--- config.mk ---
export PLATFORM = sky130hd
export DESIGN_NAME = rds_sched
export DESIGN_NICKNAME = d
export VERILOG_FILES = /design/src/inc/rds_pkg.sv /design/src/inc/rds_stream_if.sv /design/src/hw/rds_sched.sv /design/src/hw/rds_wbuf.sv
export SDC_FILE = /design/constraint.sdc
export NUM_CORES = 1
export LEC_CHECK = 0
export ABC_AREA = 1
export BUFFER_PORTS_ARGS = -buffer_cell sky130_fd_sc_hd__buf_2
export CAP_MARGIN = 20
export CORE_ASPECT_RATIO = 2
export CORE_MARGIN = 2
export CORE_UTILIZATION = 35
export CTS_CLUSTER_DIAMETER = 50
export DETAILED_ROUTE_END_ITERATION = 6
export HOLD_SLACK_MARGIN = 0.12
export REMOVE_ABC_BUFFERS = 1
export SETUP_SLACK_MARGIN = 0.5
export SLEW_MARGIN = 30
export SYNTH_ARGS = -nofsm -noshare
export SYNTH_HDL_FRONTEND = slang
export SYNTH_SLANG_ARGS = --single-unit
--- constraint.sdc ---
create_clock -name clk -period 10 [get_ports clk]
set_input_delay 1 -clock clk [delete_from_list [all_inputs] [get_ports clk]]
set_output_delay 1 -clock clk [all_outputs]
set_load 0.05 [all_outputs]
--- src/inc/rds_pkg.sv ---
package rds_pkg;
  localparam int RQ_W = 24;
  localparam int PL_W = 16;
  localparam int NUM_CH = 4;
  localparam int PIPE_D = 3;
  localparam int SYNC_N = 2;
  localparam int REQ_PERIOD_NS = 80;
  localparam int CLK_PERIOD_NS = 10;
  localparam int CLKS_PER_REQ = REQ_PERIOD_NS / CLK_PERIOD_NS;
  // Packet kinds on the request pins
  localparam logic [1:0] KIND_IDLE = 2'h0;
  localparam logic [1:0] KIND_OPEN = 2'h1;
  localparam logic [1:0] KIND_ACCESS = 2'h2;
  localparam logic [1:0] KIND_CLOSE = 2'h3;
  // Row-open and access fields
  localparam int BANK_LSB = 0;
  localparam int BANK_W = 3;
  localparam int ROW_LSB = 3;
  localparam int ROW_W = 12;
  localparam int OPEN_WAIT_BIT = 15;
  localparam int COL_LSB = 3;
  localparam int COL_W = 6;
  localparam int ACC_STORE_BIT = 9;
  localparam int ACC_WAIT_BIT = 10;
  // Row-close fields
  localparam int CLS_OP_BIT = 0;
  localparam int CLS_BANK_LSB = 1;
  localparam int CLS_WAIT_LSB = 4;
  localparam int REF_OP_LSB = 6;
  localparam int REF_BANK_LSB = 8;
  localparam int REF_BANK_W = 8;
  localparam int REF_WAIT_LSB = REF_BANK_LSB + 6;
  localparam int WAIT_W = 2;
  // Refresh opcodes
  localparam logic [1:0] REF_NONE = 2'h0;
  localparam logic [1:0] REF_BANK_CLOSE = 2'h1;
  localparam logic [1:0] REF_ALL = 2'h2;
  localparam logic [1:0] REF_INCR = 2'h3;
  // Delay channels
  localparam int CH_OPEN = 0;
  localparam int CH_ACC = 1;
  localparam int CH_CLS = 2;
  localparam int CH_REF = 3;
  // Payload layout: access store flag and refresh op above bank/column
  localparam int PL_STORE_BIT = 9;
  localparam int PL_REFOP_LSB = 8;
  typedef enum logic [0:0] {
    RDS_CAP_IDLE = 1'b0,
    RDS_CAP_BURST = 1'b1
  } rds_cap_e;
endpackage

--- src/inc/rds_stream_if.sv ---
`timescale 1ns/10ps
interface rds_stream_if #(parameter int W = 16);
  logic valid;
  logic ready;
  logic [W-1:0] data;
  modport src (output valid, output data, input ready);
  modport snk (input valid, input data, output ready);
endinterface

--- src/hw/rds_sched.sv ---
`timescale 1ns/10ps
module rds_sched #(
  parameter int DW = 16,
  parameter int RD_LAT = 4,
  parameter int WR_LAT = 3,
  parameter int ACC_SPACING = 2,
  parameter int BUF_DEPTH = 2
) (
  // Clock, reset, enable
  input wire logic clk,
  input wire logic sys_rst,
  input wire logic ce,
  // Request link pins
  input wire logic rq_clk,
  input wire logic [1:0] rq_kind,
  input wire logic [rds_pkg::RQ_W-1:0] rq_word,
  input wire logic [DW-1:0] dq_in,
  // Effective row-open command
  output logic open_fire,
  output logic [rds_pkg::BANK_W-1:0] open_bank,
  output logic [rds_pkg::ROW_W-1:0] open_row,
  // Effective access command
  output logic acc_fire,
  output logic acc_store,
  output logic [rds_pkg::BANK_W-1:0] acc_bank,
  output logic [rds_pkg::COL_W-1:0] acc_col,
  // Effective bank close
  output logic close_fire,
  output logic [rds_pkg::BANK_W-1:0] close_bank,
  // Effective refresh
  output logic ref_fire,
  output logic [1:0] ref_op,
  output logic [rds_pkg::REF_BANK_W-1:0] ref_bank,
  // Read data timing
  output logic read_data_start,
  // Write data to core
  output logic wdat_valid,
  input wire logic wdat_ready,
  output logic [DW-1:0] wdat_data,
  output logic wcap_ready,
  output logic wr_overrun
);
  localparam int BW = $clog2(ACC_SPACING + 1);

  if (RD_LAT < 1 || WR_LAT < 1 || ACC_SPACING < 1 || DW < 1) begin : g_param_chk
    $error("rds_sched: latencies, spacing and width must be at least 1");
  end

  function automatic logic [rds_pkg::WAIT_W-1:0] wait_of(input logic [1:0] kind,
      input logic [rds_pkg::RQ_W-1:0] w, input int ch);
    logic [rds_pkg::WAIT_W-1:0] r;
    r = '0;
    case (ch)
      rds_pkg::CH_OPEN: r = {1'b0, w[rds_pkg::OPEN_WAIT_BIT]};
      rds_pkg::CH_ACC: r = {1'b0, w[rds_pkg::ACC_WAIT_BIT]};
      rds_pkg::CH_CLS: r = w[rds_pkg::CLS_WAIT_LSB +: rds_pkg::WAIT_W];
      rds_pkg::CH_REF: r = w[rds_pkg::REF_WAIT_LSB +: rds_pkg::WAIT_W];
      default: r = '0;
    endcase
    return r;
  endfunction

  // Link pins pass two flip-flops; rq_clk rising edges mark request periods
  logic [rds_pkg::SYNC_N-1:0] rqc_q;
  logic rqc_prev_q;
  logic [1:0] kind_m_q, kind_s_q;
  logic [rds_pkg::RQ_W-1:0] word_m_q, word_s_q;
  logic [DW-1:0] dq_m_q, dq_s_q;
  logic tick;

  always_ff @(posedge clk or posedge sys_rst) begin
    if (sys_rst) begin
      rqc_q <= '0;
      rqc_prev_q <= 1'b0;
      kind_m_q <= '0;
      kind_s_q <= '0;
      word_m_q <= '0;
      word_s_q <= '0;
      dq_m_q <= '0;
      dq_s_q <= '0;
    end else if (ce) begin
      rqc_q <= {rqc_q[0], rq_clk};
      rqc_prev_q <= rqc_q[1];
      kind_m_q <= rq_kind;
      kind_s_q <= kind_m_q;
      word_m_q <= rq_word;
      word_s_q <= word_m_q;
      dq_m_q <= dq_in;
      dq_s_q <= dq_m_q;
    end
  end

  assign tick = ce && rqc_q[1] && !rqc_prev_q;

  // Decode: one packet may load both close and refresh channels
  logic new_v [rds_pkg::NUM_CH];
  logic [rds_pkg::WAIT_W-1:0] new_w [rds_pkg::NUM_CH];
  logic [rds_pkg::PL_W-1:0] new_p [rds_pkg::NUM_CH];

  always_comb begin
    for (int c = 0; c < rds_pkg::NUM_CH; c++) begin
      new_w[c] = wait_of(kind_s_q, word_s_q, c);
      new_v[c] = 1'b0;
      new_p[c] = '0;
    end
    new_v[rds_pkg::CH_OPEN] = (kind_s_q == rds_pkg::KIND_OPEN);
    new_p[rds_pkg::CH_OPEN] = rds_pkg::PL_W'(word_s_q[rds_pkg::BANK_LSB +:
        rds_pkg::BANK_W + rds_pkg::ROW_W]);
    new_v[rds_pkg::CH_ACC] = (kind_s_q == rds_pkg::KIND_ACCESS);
    new_p[rds_pkg::CH_ACC] = rds_pkg::PL_W'(word_s_q[rds_pkg::BANK_LSB +:
        rds_pkg::BANK_W + rds_pkg::COL_W + 1]);
    new_v[rds_pkg::CH_CLS] = (kind_s_q == rds_pkg::KIND_CLOSE) && word_s_q[rds_pkg::CLS_OP_BIT];
    new_p[rds_pkg::CH_CLS] = rds_pkg::PL_W'(word_s_q[rds_pkg::CLS_BANK_LSB +: rds_pkg::BANK_W]);
    new_v[rds_pkg::CH_REF] = (kind_s_q == rds_pkg::KIND_CLOSE) &&
        (word_s_q[rds_pkg::REF_OP_LSB +: 2] != rds_pkg::REF_NONE);
    new_p[rds_pkg::CH_REF] = {6'h00, word_s_q[rds_pkg::REF_OP_LSB +: 2],
        word_s_q[rds_pkg::REF_BANK_LSB +: rds_pkg::REF_BANK_W]};
  end

  // Per-channel countdown: stage k fires k+1 periods later
  logic pv_q [rds_pkg::NUM_CH][rds_pkg::PIPE_D];
  logic pv_d [rds_pkg::NUM_CH][rds_pkg::PIPE_D];
  logic [rds_pkg::PL_W-1:0] pp_q [rds_pkg::NUM_CH][rds_pkg::PIPE_D];
  logic [rds_pkg::PL_W-1:0] pp_d [rds_pkg::NUM_CH][rds_pkg::PIPE_D];
  logic fv_q [rds_pkg::NUM_CH];
  logic fv_d [rds_pkg::NUM_CH];
  logic [rds_pkg::PL_W-1:0] fp_q [rds_pkg::NUM_CH];
  logic [rds_pkg::PL_W-1:0] fp_d [rds_pkg::NUM_CH];

  // Channels are separate, so close and refresh waits stay apart
  always_comb begin
    pv_d = pv_q;
    pp_d = pp_q;
    for (int c = 0; c < rds_pkg::NUM_CH; c++) begin
      fv_d[c] = 1'b0;
      fp_d[c] = fp_q[c];
      if (tick) begin
        fv_d[c] = pv_q[c][0];
        fp_d[c] = pp_q[c][0];
        for (int k = 0; k < rds_pkg::PIPE_D - 1; k++) begin
          pv_d[c][k] = pv_q[c][k + 1];
          pp_d[c][k] = pp_q[c][k + 1];
        end
        pv_d[c][rds_pkg::PIPE_D - 1] = 1'b0;
        if (new_v[c] && new_w[c] == '0) begin
          fv_d[c] = 1'b1;
          fp_d[c] = new_p[c];
        end else if (new_v[c]) begin
          pv_d[c][new_w[c] - 2'h1] = 1'b1;
          pp_d[c][new_w[c] - 2'h1] = new_p[c];
        end
      end
    end
  end

  always_ff @(posedge clk or posedge sys_rst) begin
    if (sys_rst) begin
      for (int c = 0; c < rds_pkg::NUM_CH; c++) begin
        fv_q[c] <= 1'b0;
        fp_q[c] <= '0;
        for (int k = 0; k < rds_pkg::PIPE_D; k++) begin
          pv_q[c][k] <= 1'b0;
          pp_q[c][k] <= '0;
        end
      end
    end else if (ce) begin
      fv_q <= fv_d;
      fp_q <= fp_d;
      pv_q <= pv_d;
      pp_q <= pp_d;
    end
  end

  assign open_fire = fv_q[rds_pkg::CH_OPEN];
  assign open_bank = fp_q[rds_pkg::CH_OPEN][rds_pkg::BANK_LSB +: rds_pkg::BANK_W];
  assign open_row = fp_q[rds_pkg::CH_OPEN][rds_pkg::ROW_LSB +: rds_pkg::ROW_W];
  assign acc_fire = fv_q[rds_pkg::CH_ACC];
  assign acc_store = fp_q[rds_pkg::CH_ACC][rds_pkg::PL_STORE_BIT];
  assign acc_bank = fp_q[rds_pkg::CH_ACC][rds_pkg::BANK_LSB +: rds_pkg::BANK_W];
  assign acc_col = fp_q[rds_pkg::CH_ACC][rds_pkg::COL_LSB +: rds_pkg::COL_W];
  assign close_fire = fv_q[rds_pkg::CH_CLS];
  assign close_bank = fp_q[rds_pkg::CH_CLS][rds_pkg::BANK_W-1:0];
  assign ref_fire = fv_q[rds_pkg::CH_REF];
  assign ref_op = fp_q[rds_pkg::CH_REF][rds_pkg::PL_REFOP_LSB +: 2];
  assign ref_bank = fp_q[rds_pkg::CH_REF][rds_pkg::REF_BANK_W-1:0];

  // Latency lines count periods from the effective access
  logic [RD_LAT-1:0] rdp_q, rdp_d;
  logic [WR_LAT-1:0] wrp_q, wrp_d;
  logic rd_go_q, rd_go_d;
  logic acc_now, store_now, wr_start;

  assign acc_now = fv_d[rds_pkg::CH_ACC];
  assign store_now = fp_d[rds_pkg::CH_ACC][rds_pkg::PL_STORE_BIT];
  assign wr_start = tick && wrp_q[0];

  always_comb begin
    rdp_d = rdp_q;
    wrp_d = wrp_q;
    rd_go_d = 1'b0;
    if (tick) begin
      rd_go_d = rdp_q[0];
      rdp_d = rdp_q >> 1;
      wrp_d = wrp_q >> 1;
      if (acc_now && !store_now) rdp_d[RD_LAT-1] = 1'b1;
      if (acc_now && store_now) wrp_d[WR_LAT-1] = 1'b1;
    end
  end

  // Write burst capture: one word per period for the packet length
  rds_pkg::rds_cap_e cap_q, cap_d;
  logic [BW-1:0] beat_q, beat_d;
  logic cap_push;

  always_comb begin
    cap_d = cap_q;
    beat_d = beat_q;
    cap_push = 1'b0;
    case (cap_q)
      rds_pkg::RDS_CAP_IDLE: begin
        if (wr_start) begin
          cap_push = 1'b1;
          beat_d = BW'(ACC_SPACING - 1);
          cap_d = (ACC_SPACING > 1) ? rds_pkg::RDS_CAP_BURST : rds_pkg::RDS_CAP_IDLE;
        end
      end
      rds_pkg::RDS_CAP_BURST: begin
        if (wr_start) begin
          // Back-to-back stores restart the burst
          cap_push = 1'b1;
          beat_d = BW'(ACC_SPACING - 1);
        end else if (tick) begin
          cap_push = 1'b1;
          beat_d = beat_q - BW'(1);
          if (beat_q == BW'(1)) cap_d = rds_pkg::RDS_CAP_IDLE;
        end
      end
      default: cap_d = rds_pkg::RDS_CAP_IDLE;
    endcase
  end

  logic ovr_q, ovr_d;
  assign ovr_d = cap_push && !wcap_ready;

  always_ff @(posedge clk or posedge sys_rst) begin
    if (sys_rst) begin
      rdp_q <= '0;
      wrp_q <= '0;
      rd_go_q <= 1'b0;
      cap_q <= rds_pkg::RDS_CAP_IDLE;
      beat_q <= '0;
      ovr_q <= 1'b0;
    end else if (ce) begin
      rdp_q <= rdp_d;
      wrp_q <= wrp_d;
      rd_go_q <= rd_go_d;
      cap_q <= cap_d;
      beat_q <= beat_d;
      ovr_q <= ovr_d;
    end
  end

  assign read_data_start = rd_go_q;
  assign wr_overrun = ovr_q;

  // Buffer absorbs a core stall so captured words survive
  rds_stream_if #(.W(DW)) cap_s ();
  rds_stream_if #(.W(DW)) core_s ();

  assign cap_s.valid = cap_push;
  assign cap_s.data = dq_s_q;
  assign wcap_ready = cap_s.ready;
  assign wdat_valid = core_s.valid;
  assign wdat_data = core_s.data;
  assign core_s.ready = wdat_ready;

  rds_wbuf #(.W(DW), .DEPTH(BUF_DEPTH)) u_wbuf (
    .clk(clk),
    .sys_rst(sys_rst),
    .ce(ce),
    .in_s(cap_s),
    .out_s(core_s)
  );
endmodule // rds_sched

--- src/hw/rds_wbuf.sv ---
`timescale 1ns/10ps
module rds_wbuf #(
  parameter int W = 16,
  parameter int DEPTH = 2
) (
  // Clock and reset
  input wire logic clk,
  input wire logic sys_rst,
  input wire logic ce,
  // Streams
  rds_stream_if.snk in_s,
  rds_stream_if.src out_s
);
  localparam int AW = (DEPTH > 1) ? $clog2(DEPTH) : 1;
  localparam int CW = $clog2(DEPTH + 1);

  // Pointers wrap by overflow, so only powers of two work
  if (DEPTH < 2 || (DEPTH & (DEPTH - 1)) != 0) begin : g_depth_chk
    $error("rds_wbuf: DEPTH must be a power of two >= 2");
  end

  logic [W-1:0] mem_q [DEPTH];
  logic [W-1:0] mem_d [DEPTH];
  logic [AW-1:0] wr_q, wr_d, rd_q, rd_d;
  logic [CW-1:0] cnt_q, cnt_d;
  logic push, pop;

  assign in_s.ready = (cnt_q != CW'(DEPTH));
  assign out_s.valid = (cnt_q != '0);
  assign out_s.data = mem_q[rd_q];
  assign push = in_s.valid && in_s.ready && ce;
  assign pop = out_s.valid && out_s.ready && ce;

  always_comb begin
    mem_d = mem_q;
    wr_d = wr_q;
    rd_d = rd_q;
    cnt_d = cnt_q;
    if (push) begin
      mem_d[wr_q] = in_s.data;
      wr_d = wr_q + AW'(1);
    end
    if (pop) begin
      rd_d = rd_q + AW'(1);
    end
    if (push && !pop) begin
      cnt_d = cnt_q + CW'(1);
    end else if (pop && !push) begin
      cnt_d = cnt_q - CW'(1);
    end
  end

  always_ff @(posedge clk or posedge sys_rst) begin
    if (sys_rst) begin
      for (int i = 0; i < DEPTH; i++) mem_q[i] <= '0;
      wr_q <= '0;
      rd_q <= '0;
      cnt_q <= '0;
    end else begin
      mem_q <= mem_d;
      wr_q <= wr_d;
      rd_q <= rd_d;
      cnt_q <= cnt_d;
    end
  end
endmodule // rds_wbuf

# ---- After elaboration in Yosys (flattened, before gate mapping)
# Index checks and enable logic that the tools add are counted.
dict set report totals {
  inputBits 47
  output_inout_bits 62
  register_bits 339
}
dict set report classes {
  n_lt_le_gt_ge 11
  n_mux 72
  n_bitwise 15
  n_reduce_logical 41
  add_sub_neg 9
  eq_ne 7
}
# operator count
set ops {}
lappend ops {{48-bit bitwise mux} 4}
lappend ops {{42-bit two-way mux} 4}
lappend ops {{16-bit demux with 2-bit select} 4}
lappend ops {{16-bit two-way mux} 8}
lappend ops {{47-bit two-way mux} 2}
lappend ops {{35-bit two-way mux} 2}
lappend ops {{32-bit bitwise mux} 1}
lappend ops {{10-bit two-way mux} 3}
lappend ops {{3-bit two-way mux} 9}
lappend ops {{1-bit logical AND} 23}
lappend ops {{1-bit two-way mux} 21}
lappend ops {{16-bit demux with 1-bit select} 1}
lappend ops {{4-bit AND reduction} 4}
lappend ops {{15-bit two-way mux} 1}
lappend ops {{3-bit greater-or-equal comparator (second input constant)} 4}
lappend ops {{3-bit by 1-bit < comparator with 1-bit output (second input constant)} 4}
lappend ops {{2-bit NOT with 3-bit output} 4}
lappend ops {{3-bit OR} 4}
lappend ops {{2-bit two-way mux} 5}
lappend ops {{1-bit demux with 2-bit select} 4}
lappend ops {{2-bit logical NOT} 4}
lappend ops {{2-bit by 1-bit subtractor with 2-bit output (second input constant)} 4}
lappend ops {{2-bit nonzero test} 3}
lappend ops {{1-bit logical NOT} 5}
lappend ops {{other kinds (15)} 27}

# ---- Depth between registers and ports, before layout
# Gate-level depths: netlist (run 1).
dict set report depth {
  depth_word 11
  ltp_mapped 10
  depth_no_buf 10
}

# ---- Cells and area by module
# Synthesis (run 1) repeated with hierarchy kept, for this count alone.
dict set report hier_totals {
  hier_cells 1182
  area_unflattened_um2 10088.4
}
# module cells_per_inst instances area_each_um2
set modules_own_cells {}
lappend modules_own_cells {rds_sched 959 1 8301.7}
lappend modules_own_cells {rds_wbuf 223 1 1786.7}

# ---- Worst setup path after synthesis (run 1)
# Ideal clock, no wire load.
dict set report synth_path {
  path_kind {reg2out}
  start {reg u_wbuf.rd_q}
  end {out wdat_data[0]}
  path_stages_with_launch 6
  arrival_time_ps 1326
  slack_ps 7674
  required_time_ps 9000
  cell_sequence {dfrtp_1 > clkbuf_1 > clkinv_1 > clkbuf_1 > nand2_1 > nand2_1}
}
dict set report synth_via {
  elab_chain_cells 4
}
# element line
set synth_lines {}
lappend synth_lines {{from (decl)} rds_wbuf.sv:24} ;# logic [AW-1:0] wr_q, wr_d, rd_q, rd_d;
lappend synth_lines {{from (signal assigned)} rds_wbuf.sv:62} ;# rd_q <= rd_d;
lappend synth_lines {{1-bit NOT with 2-bit output (implied by the code)} rds_wbuf.sv:30} ;# assign out_s.data = mem_q[rd_q];
lappend synth_lines {{16-bit two-way mux (implied by the code) (3 in a row)} rds_wbuf.sv:30}
lappend synth_lines {{to (decl)} rds_sched.sv:39} ;# output logic [DW-1:0] wdat_data,
# Every way passes these cells. The select of a mux whose other input is x is not followed.

# ---- Worst setup path after layout (run 1)
dict set report layout_path {
  start {reg u_wbuf.rd_q}
  end {out wdat_data[4]}
}
# Same word-level chain as after synthesis.

==> metrics.md, run 1 <==
| Metric | Value |
|---|---|
| Number of synthesized flops with an enable pin | `0` |
| TritonRoute pass-1 iters | `5` |
| Mean cell area of the mapped netlist | `about 8.4 um2` |
| Die ar. | `0.0308 mm2` |
| Vias/cell | `4.85` |
| Worst Skew | `~0.012 ns` |
| Clock Tree Root | `clkbuf_16` |
| Hold path depth | `2` |
| I/O pins | `about 110` |
| Hold_buf cts | `0` |
| Cell variety after synth | `30` |
| Layout area overhead | `14.6%` |
| Pwr Density | `262 mW/mm2` |
| Vias in the first global route | `7,959` |
| Initial Util | `between 30% and 40%` |
| WS Path Type | `register to primary output` |
| Critical Path RT | `9.00 ns` |
| Non-filler instance count after layout | `1,667` |
| Final instance area | `0.0118 mm2` |
| Syn. warnings | `0` |
| Top FF cell, synth | `dfrtp_1` |
| Post-Place Cells | `1,626` |
| Post-synthesis sequential area ratio | `56.8%` |
| Async set or reset register ratio after synthesis | `100%` |
| Outcome | `finished, final reports clean` |
| Peak VDD IR | `0.230 mV` |
| Ratio of cells with drive above 1 in the final layout | `14.5%` |
| Tcrit/Tclk final | `35.5%` |
| Number of max-cap violations | `0` |
| H-tree levels | `1` |
| Die width | `125 um` |
| Clk_lat worst skew | `0.52 ns` |
| Worst slew pin tran | `between 0.8 and 0.9 ns` |
| Vias | `between 8,000 and 9,000` |
| Top cells by area, synth | `dfrtp_1, nand2_1, nand3_1` |
| Drt drc | `0` |
| DRT Wirelength | `25,300 um` |
| CP Max Fanout | `17` |
| Worst setup EP type | `primary output` |
| FF-to-FF path depth | `6` |
| Final ANT Viol Nets | `0` |
| First-pass GRT wire length | `42,000 um` |
| Setup violators final | `0` |
| Area of the mapped netlist | `0.0103 mm2` |
| Clock sink total | `233` |
| Fin util | `slightly above 40%` |
| Startpoint types | `register` |
| FMAX | `0.282 GHz` |
| RSZ-0062 raised after global routing | `no` |
| Gpl congestion | `0.811` |
| Die H | `246 um` |
| Leak | `around 6.3 nW` |
| CTS resizes | `0` |
| Yosys reg bits | `233` |
| DR WL/cell | `15.2 um` |
| Yosys top cell area share | `between 50% and 60%` |
| Std cell rows | `88` |
| Maximum root-to-sink buffer count | `3` |
| Antenna diode count | `0` |
| Setup bufs post-CTS | `0` |
| Number of I/O port buffers | `100` |
| CTS tree | `built` |
| Placed cell area | `0.0110 mm2` |
| Congestion Overflow GR | `0` |
| Final Critical Period | `around 3.5 ns` |
| Leading area contributor after synthesis | `dfrtp_1` |
| Core footprint | `0.0288 mm2` |
| CP arrival | `2.55 ns` |
| Hold Violations, Final | `0` |
| Total GRT Usage | `between 10% and 20%` |
| Worst-path clk slew | `0.07 ns` |
| Initial antenna violation count | `2` |
| Final setup margin | `about 6.5 ns` |
| Number of DRC markers in iteration 0 | `396` |
| Setup_tns | `0 ns` |
| DP Worst Slack | `around 6.7 ns` |
| Slew headroom | `about 43%` |
| DP HPWL | `16,700 um` |
| Largest net degree at the start of global routing | `~120` |
| Cell count after synthesis | `1,222` |
| Hold WC Path Type | `register to register` |
| Max-slew violations | `0` |
| Layout net count | `between 1,000 and 1,500` |
| CTS Buf Count | `23` |
[per-stage QoR]
stage | hold WS, ns | total power [mW]
floorplan | 0.435 | 1.95
global placement | 0.448 | 2.22
detailed placement | 0.452 | 2.23
CTS | 0.469 | 3.13
global route | 0.492 | 3.27
finish | 0.463 | 3.08
[cell usage in the layout (no fill, tap or decap), drive strengths merged]
master	instances
dfrtp	233
o21ai	54
mux2	18
o21bai	1
clkinvlp	1
xnor2	1
o22ai	27
clkinv	3
nor3	2
inv	99
buf	110
nand3	89
nor2	38
a21oi	22
xor2	3
nand2	537
nand4	32
nand3b	1
clkbuf	34
ha	2
[cell type report]
| cell class | count | area, um2 |
|---|---|---|
| clock inverter | 7 | 61.3 |
| clock buffer | 34 | 707 |
| inverter | 96 | 368 |
| timing repair buffer | 110 | 607 |
| sequential | 233 | 5830 |
| fill | 2986 | 17100 |
| multi-input combinational | 827 | 3740 |
| tap | 360 | 450 |
[flip-flops by register name, summed over array words and instances, names as in the netlist, 4 cells and up]
signal,count
word_m_q,16
ref_bank,8
acc_col,6
dq_m_q,16
rdp_q,4
open_row,12
pv_q,8
word_s_q,16
cap_s.data,16
pp_q,64
u_wbuf.mem_q,32
[power by group]
group	total (mW)	switching (mW)	internal, mW
Sequential	1.27	0.135	1.14
Clock	0.882	0.386	0.496
Combinational	0.928	0.704	0.224
Total	3.08	1.23	1.86
[Yosys cell counts, types with 2 or more instances]
library cell / instances
a21oi_1: 22
buf_1: 6
buf_2: 29
buf_4: 8
buf_6: 3
clkbuf_1: 20
dfrtp_1: 233
ha_1: 2
inv_1: 89
inv_2: 6
mux2_2: 18
nand2_1: 534
nand2_2: 3
nand3_1: 84
nand3_2: 4
nand4_1: 32
nor2_1: 34
nor2_4: 2
nor3_2: 2
o21ai_0: 46
o21ai_1: 8
o22ai_1: 27
xor2_1: 3
[kinds of logic after synthesis]
group,Yosys count,synth area share [%]
adder cells (fa/ha/maj),2,0.244
flip-flops,233,56.8
XOR/XNOR,4,0.341
AND/OR/NAND/NOR,699,28.4
multiplexers,18,1.97
buffers and inverters,162,6.79
AO/OA/AOI/OAI,104,5.42
[critical path, cell delays in order, from the launching register on]
cell      delay, ns
dfrtp_1        0.78
clkinv_1       0.71
nand2_1        0.21
nand2_1        0.10
buf_2          0.22
[final timing paths]
path / start / end / slack (ns)
worst max-delay path: u_wbuf.rd_q / wdat_data[4] / 6.45
worst min-delay path: pp_q[6] / pp_q[6] / 0.46
worst max register to register: rqc_q[1] / pp_q[9] / 7.57
worst min register to register: pp_q[6] / pp_q[6] / 0.46
max in group asynchronous: sys_rst / word_s_q[5] / 7.59
min in group asynchronous: sys_rst / kind_m_q[1] / 0.54
[routing by layer]
layer	GRT usage, %	share of wire (%)	vias up
met5	0	0.071	-
met4	7.22	4.0	4
met3	2.65	3.9	62
met2	31.6	54	166
met1	18.6	38	3854
li1	-	-	4004
Note: power is estimated with default switching activity, not from simulation.
==> run 2: changes to the inputs <==
Settings changed: ABC_AREA 1 to 0.
Clock period 10 ns to 3.2 ns, I/O delays scaled along.
==> run 2 against run 1 <==
Compared with the run above:
- sequential cell count unchanged
- count of clock-buffer cells in the layout decreased by 6
- final area decreased by 0.12%
- worst setup slack got worse by 5.6 ns
- critical path depth decreased by 2
- non-clock buffer count increased by 42
- largest power group unchanged
- clock power increased to 3.4 times the previous value
- register-to-register slack got worse by 6.6 ns
- clock skew increased by 0.0054 ns
- combinational power increased to 3.2 times the previous value
==> metrics.md, run 2 <==
| Metric | Value |
|---|---|
| Outcome | `finished, final reports clean` |
| Mean cell area of the mapped netlist | `12.3 um2` |
| Die H | `between 200 and 250 um` |
| Post-synthesis sequential area ratio | `about three fifths` |
| Max-slew violations | `0` |
| Core footprint | `roughly 0.027 mm2` |
| Cell count after synthesis | `a little under 800` |
| First-pass GRT wire length | `35,300 um` |
| Syn. warnings | `0` |
| Top cells by area, synth | `dfrtp_1, mux2_2, o21ai_0` |
| Vias | `6,386` |
| Initial antenna violation count | `0` |
| DP Worst Slack | `around 0.80 ns` |
| Hold WC Path Type | `primary input to register` |
| CTS tree | `built` |
| Die width | `122 um` |
| Largest net degree at the start of global routing | `99` |
| Setup violators final | `0` |
| Critical Path RT | `2.88 ns` |
| CTS Buf Count | `22` |
| Final Critical Period | `about 2.4 ns` |
| Biggest regs | `pp_q (64), u_wbuf.mem_q (32)` |
| CP Max Fanout | `17` |
| Largest register FFs | `64` |
| Fin util | `42.8%` |
| Std cell rows | `86` |
| Drt drc | `0` |
| Pwr Density | `around 870 mW/mm2` |
| Worst-path clk slew | `0.07 ns` |
| Most frequent cell after synthesis | `dfrtp_1` |
| Clk_lat worst skew | `0.52 ns` |
| Max incr delay on CP | `0.89 ns` |
| Gpl congestion | `0.765` |
| Crit-path cells | `mux2_2, buf_2` |
| Final instance area | `0.0117 mm2` |
| I/O pins | `around 110` |
| TritonRoute pass-1 iters | `4` |
| Top reg by flops | `pp_q` |
| Cell variety after synth | `46` |
| Slew headroom | `between 40% and 50%` |
| Initial Util | `35.3%` |
| Setup bufs post-CTS | `0` |
| Leading area contributor after synthesis | `dfrtp_1` |
| DR WL/cell | `17.1 um` |
| Die ar. | `0.0291 mm2` |
| Commonest cells after routing, fill and taps aside | `dfrtp_1, mux2_2, buf_2` |
| Congestion Overflow GR | `0` |
| WS Path Type | `register to primary output` |
| Crit path buf inv count | `1` |
| Final setup margin | `between 0.8 and 0.9 ns` |
| Maximum root-to-sink buffer count | `3` |
| Antenna diode count | `0` |
| CP top delay family | `flip-flops` |
| Layout net count | `953` |
| Tcrit/Tclk final | `74.8%` |
| DP HPWL | `14,100 um` |
| Total GRT Usage | `between 10% and 20%` |
| Top FF cell, synth | `dfrtp_1` |
| Worst setup EP type | `primary output` |
| Yosys reg bits | `233` |
| FMAX | `0.418 GHz` |
| Peak VDD IR | `0.735 mV` |
| Non-filler instance count after layout | `1,272` |
| Yosys top cell area share | `~60%` |
| Slowest cell on crit path | `dfrtp_1` |
| Placed cell area | `0.0105 mm2` |
| CP arrival | `slightly above 2 ns` |
| Worst Skew | `0.0172 ns` |
| H-tree levels | `1` |
| Synth top cells by count | `dfrtp_1, mux2_2, nand2_1` |
| Final ANT Viol Nets | `0` |
| Number of DRC markers in iteration 0 | `291` |
| Ratio of cells with drive above 1 in the final layout | `a little under a third` |
| Leak | `5.35 nW` |
| Post-Place Cells | `1,195` |
| Number of synthesized flops with an enable pin | `0` |
| RSZ-0062 raised after global routing | `no` |
| Startpoint types | `register` |
| Number of I/O port buffers | `100` |
| Clock Tree Root | `clkbuf_16` |
| Vias in the first global route | `6,605` |
| Vias/cell | `5.02` |
| Clock sink total | `233` |
| Async set or reset register ratio after synthesis | `100%` |
| DRT Wirelength | `21,800 um` |
| Worst slew pin tran | `0.863 ns` |
| R2R Setup Slk | `1.01 ns` |
| Number of max-cap violations | `0` |
| Layout area overhead | `21.1%` |
| Most common cell after layout, fill and taps aside | `dfrtp_1` |
| Hold Violations, Final | `0` |
| Area of the mapped netlist | `0.00970 mm2` |
run 2: cell type report:
| type | count | area (um2) |
|---|---|---|
| Clock buffer | 28 | 644 |
| Clock inverter | 12 | 199 |
| Fill cell | 2596 | 15700 |
| Inverter | 12 | 52.6 |
| Multi-Input combinational cell | 483 | 3570 |
| Sequential cell | 233 | 5830 |
| Tap cell | 352 | 440 |
| Timing Repair Buffer | 152 | 1010 |
run 2: through the flow:
stage | hold slack [ns] | setup TNS [ns] | total power [mW]
4_1_cts | 0.209 | 0 | 10.4
6_report | 0.220 | 0 | 10.2
5_1_grt | 0.236 | 0 | 10.8
3_5_place_dp | 0.451 | 0 | 7.30
2_1_floorplan | 0.414 | -817.75 | 6.46
3_3_place_gp | 0.447 | 0 | 7.22
run 2: where the power goes:
group / switching [mW] / internal, mW
clock: 1.17 / 1.84
sequential: 0.569 / 3.70
combinational: 1.93 / 1.03
total: 3.67 / 6.56
run 2: logic make-up (layout without fill, tap and decap cells):
group	count (synthesis)	count (layout)	synth area share, %
muxes	151	151	17.2
buffers and inverters	72	204	3.13
and+or+nand+nor	152	152	7.74
DFF	233	233	60.1
AOI/OAI and AO/OA	173	173	11.1
adders and majority gates	2	2	0.258
xor gates and xnor gates	5	5	0.452
run 2: final timing paths:
path,startpoint,end,depth (start not counted)
setup / recovery,u_wbuf.rd_q,wdat_data[15],2
setup reg to reg,kind_s_q[0],open_row[1],4
min in group asynchronous,sys_rst,u_wbuf.mem_q[16],3
hold reg to reg,rdp_q[3],rdp_q[2],2
hold / removal,ce,ref_fire,2
max in group asynchronous,sys_rst,pp_q[48],4
run 2: per-layer routing:
layer | up-vias | wire (um) | part of all wire (%) | global-route usage, %
li1 | 3015 | - | - | -
met5 | - | 0 | 0 | 0
met2 | 99 | 12100 | 55 | 28.3
met4 | 0 | 488 | 2.2 | 5.36
met1 | 3240 | 8460 | 39 | 17.7
met3 | 32 | 769 | 3.5 | 2.10
run 2: repair_timing:
| action | in CTS | in global routing |
|---|---|---|
| resized for setup | 0 | 0 |
| hold buffers | 37 | 0 |
| hold endpoints to repair | 129 | 0 |
==> run 3: changes to the inputs <==
Clock period 3.2 ns to 2.11 ns, I/O delays scaled along.
==> run 3 against run 2 <==
Compared with the run above:
- register-to-register slack got worse by 0.54 ns
- worst setup slack got worse by 0.53 ns
- count of clock-buffer cells in the layout rose by 2
- total power rose by 58%
- worst hold slack improved by 0.012 ns
- via count rose by 2.4%
- core utilization rose by 2.7 points
- clock power rose by 51%
- global-route usage rose by 0.65 points
- sequential cell count did not move
- combinational power rose by 79%
- clock skew fell by 0.0054 ns
- largest cell class unchanged
- largest power group unchanged
==> metrics.md, run 3 (same netlist as run 2, synthesis figures left out) <==
| Metric | Value |
|---|---|
| Setup_tns | `0 ns` |
| Slowest cell on crit path | `dfrtp_1` |
| Max-slew violations | `0` |
| RSZ-0062 raised after global routing | `yes` |
| Worst Skew | `0.0119 ns` |
| Largest net degree at the start of global routing | `83` |
| I/O pins | `109` |
| Vias | `6,539` |
| Antenna diode count | `0` |
| FMAX | `roughly 0.55 GHz` |
| Max incr delay on CP | `0.37 ns` |
| Worst r2r dst | `u_wbuf.mem_q[18]` |
| Maximum root-to-sink buffer count | `3` |
| Crit path buf inv count | `2` |
| CP top delay family | `flip-flops` |
| Post-Place Cells | `1,215` |
| Vias in the first global route | `6,807` |
| Worst R2R Start | `u_wbuf.cnt_q[1]` |
| Setup violators final | `0` |
| FF-to-FF path depth | `6` |
| Switch Pwr | `5.73 mW` |
| Hold Crit Start | `ce` |
| Clk_lat worst skew | `0.52 ns` |
| Hold WC Path Type | `primary input to register` |
| DP Worst Slack | `0.252 ns` |
| Critical Path RT | `1.90 ns` |
| Footprint of the multi-input gates | `0.00374 mm2` |
| Slew headroom | `61.0%` |
| Layout net count | `1,003` |
| Worst setup EP type | `primary output` |
| Final instance area | `between 0.01 and 0.015 mm2` |
| Final setup margin | `0.277 ns` |
| Congestion Overflow GR | `0` |
| Seq pwr share | `a little under 40%` |
| DRT Wirelength | `22,600 um` |
| Layout fillers | `between 2,000 and 3,000` |
| Std cell rows | `86` |
| Clk network pwr share | `27.9%` |
| Outcome | `finished, final reports clean` |
| Crit-path cells | `buf_12, mux2_2, buf_4` |
| Core footprint | `0.0274 mm2` |
| CP Max Fanout | `17` |
| Hold endpoint | `ref_fire` |
| Drt drc | `0` |
| Startpoint types | `register` |
| DP HPWL | `14,700 um` |
| Pwr Total | `between 15 and 20 mW` |
| Die H | `239 um` |
| Switching Share | `35.4%` |
| WS Path Type | `register to primary output` |
| Worst-path clk slew | `0.06 ns` |
| Layout area overhead | `28.9%` |
| Pwr Density | `1300 mW/mm2` |
| Hold path depth | `3` |
| Final ANT Viol Nets | `0` |
| Comb power frac | `32.8%` |
| Internal | `10.5 mW` |
| H-tree levels | `1` |
| Hold Violations, Final | `0` |
| Final Critical Period | `between 1.5 and 2 ns` |
| Placed cell area | `0.0107 mm2` |
| CTS Buf Count | `23` |
| R2R Setup Slk | `0.47 ns` |
| First-pass GRT wire length | `36,900 um` |
| TritonRoute pass-1 iters | `5` |
| Leak | `5.69 nW` |
| CTS tree | `built` |
| Clock sink total | `~230` |
| Top reg by flops | `pp_q` |
| Number of I/O port buffers | `100` |
| Largest register FFs | `64` |
| Non-filler instance count after layout | `approximately 1,300` |
| Die ar. | `0.0291 mm2` |
| Tcrit/Tclk final | `86.9%` |
| DR WL/cell | `17.1 um` |
| Peak VDD IR | `0.987 mV` |
| Worst slew pin tran | `~0.58 ns` |
| Most common cell after layout, fill and taps aside | `dfrtp_1` |
| Ratio of cells with drive above 1 in the final layout | `36.7%` |
| Number of DRC markers in iteration 0 | `313` |
| Total GRT Usage | `15.9%` |
| Gpl congestion | `between 0.7 and 0.8` |
| Initial antenna violation count | `0` |
| Commonest cells after routing, fill and taps aside | `dfrtp_1, mux2_2, buf_2` |
| Clock Tree Root | `clkbuf_16` |
| Biggest regs | `pp_q (64), u_wbuf.mem_q (32)` |
| Vias/cell | `4.95` |
| Number of max-cap violations | `0` |
| Die width | `between 100 and 150 um` |
| Sequential cell area | `0.00584 mm2` |
| Initial Util | `~35%` |
| CP arrival | `about 1.6 ns` |
[run 3: tightest hold or removal path, stage by stage]
cell	delay [ns]
buf_4	0.13
buf_4	0.25
o22ai_1	0.12
[run 3: what timing repair did]
| action | CTS | global route |
|---|---|---|
| endpoints found under the hold margin | 230 | 0 |
| cloned | 3 | 0 |
| setup endpoints to repair | 102 | 93 |
| setup buffers | 14 | 12 |
| gates resized for setup | 56 | 38 |
| hold buffers | 37 | 0 |
| pin swaps | 2 | 5 |
[run 3: power groups by stage]
stage                     Combinational, mW  Sequential (mW)  Clock, mW
after floorplan                        2.62             7.18          0
after global placement                 4.64             6.40          0
after detailed placement               4.70             6.45          0
after CTS                              5.21             6.38       4.63
after global routing                   5.73             6.53       4.81
final                                  5.31             6.37       4.53
[run 3: how the worst max path moves through the flow]
stage / to / from / cells past startpoint / slack, ns
floorplan: acc_bank[0] / sys_rst / 1 / -4.49
finish: wdat_data[14] / u_wbuf.rd_q / 3 / 0.28
detailed placement: pp_q[8] / kind_s_q[0] / 5 / 0.25
global route: wdat_data[15] / u_wbuf.rd_q / 3 / 0.22
CTS: wdat_data[15] / u_wbuf.rd_q / 3 / 0.23
global placement: pp_q[8] / kind_s_q[0] / 5 / 0.29
[run 3: layout make-up]
| cell class | count | area share, % |
|---|---|---|
| Tap cell | 352 | 3.52 |
| Clock inverter | 11 | 1.63 |
| Clock buffer | 30 | 5.05 |
| Inverter | 12 | 0.420 |
| Sequential cell | 233 | 46.7 |
| Multi-Input combinational cell | 483 | 29.9 |
| Timing Repair Buffer | 201 | 12.8 |
[run 3: metal layers]
layer | vias to the layer above | part of all wire, % | GRT usage [%]
li1 | 3113 | - | -
met1 | 3288 | 38 | 18.2
met2 | 105 | 56 | 29.9
met3 | 33 | 3.4 | 2.17
met4 | 0 | 3.0 | 5.36
met5 | - | 0 | 0
[run 3: metrics by stage]
stage / hold slack (ns) / util [%]
after floorplan: 0.305 / -
after global placement: 0.250 / 39.1
after detailed placement: 0.255 / 39.1
after CTS: 0.208 / 44.7
after global routing: 0.250 / 45.6
final: 0.232 / 45.6
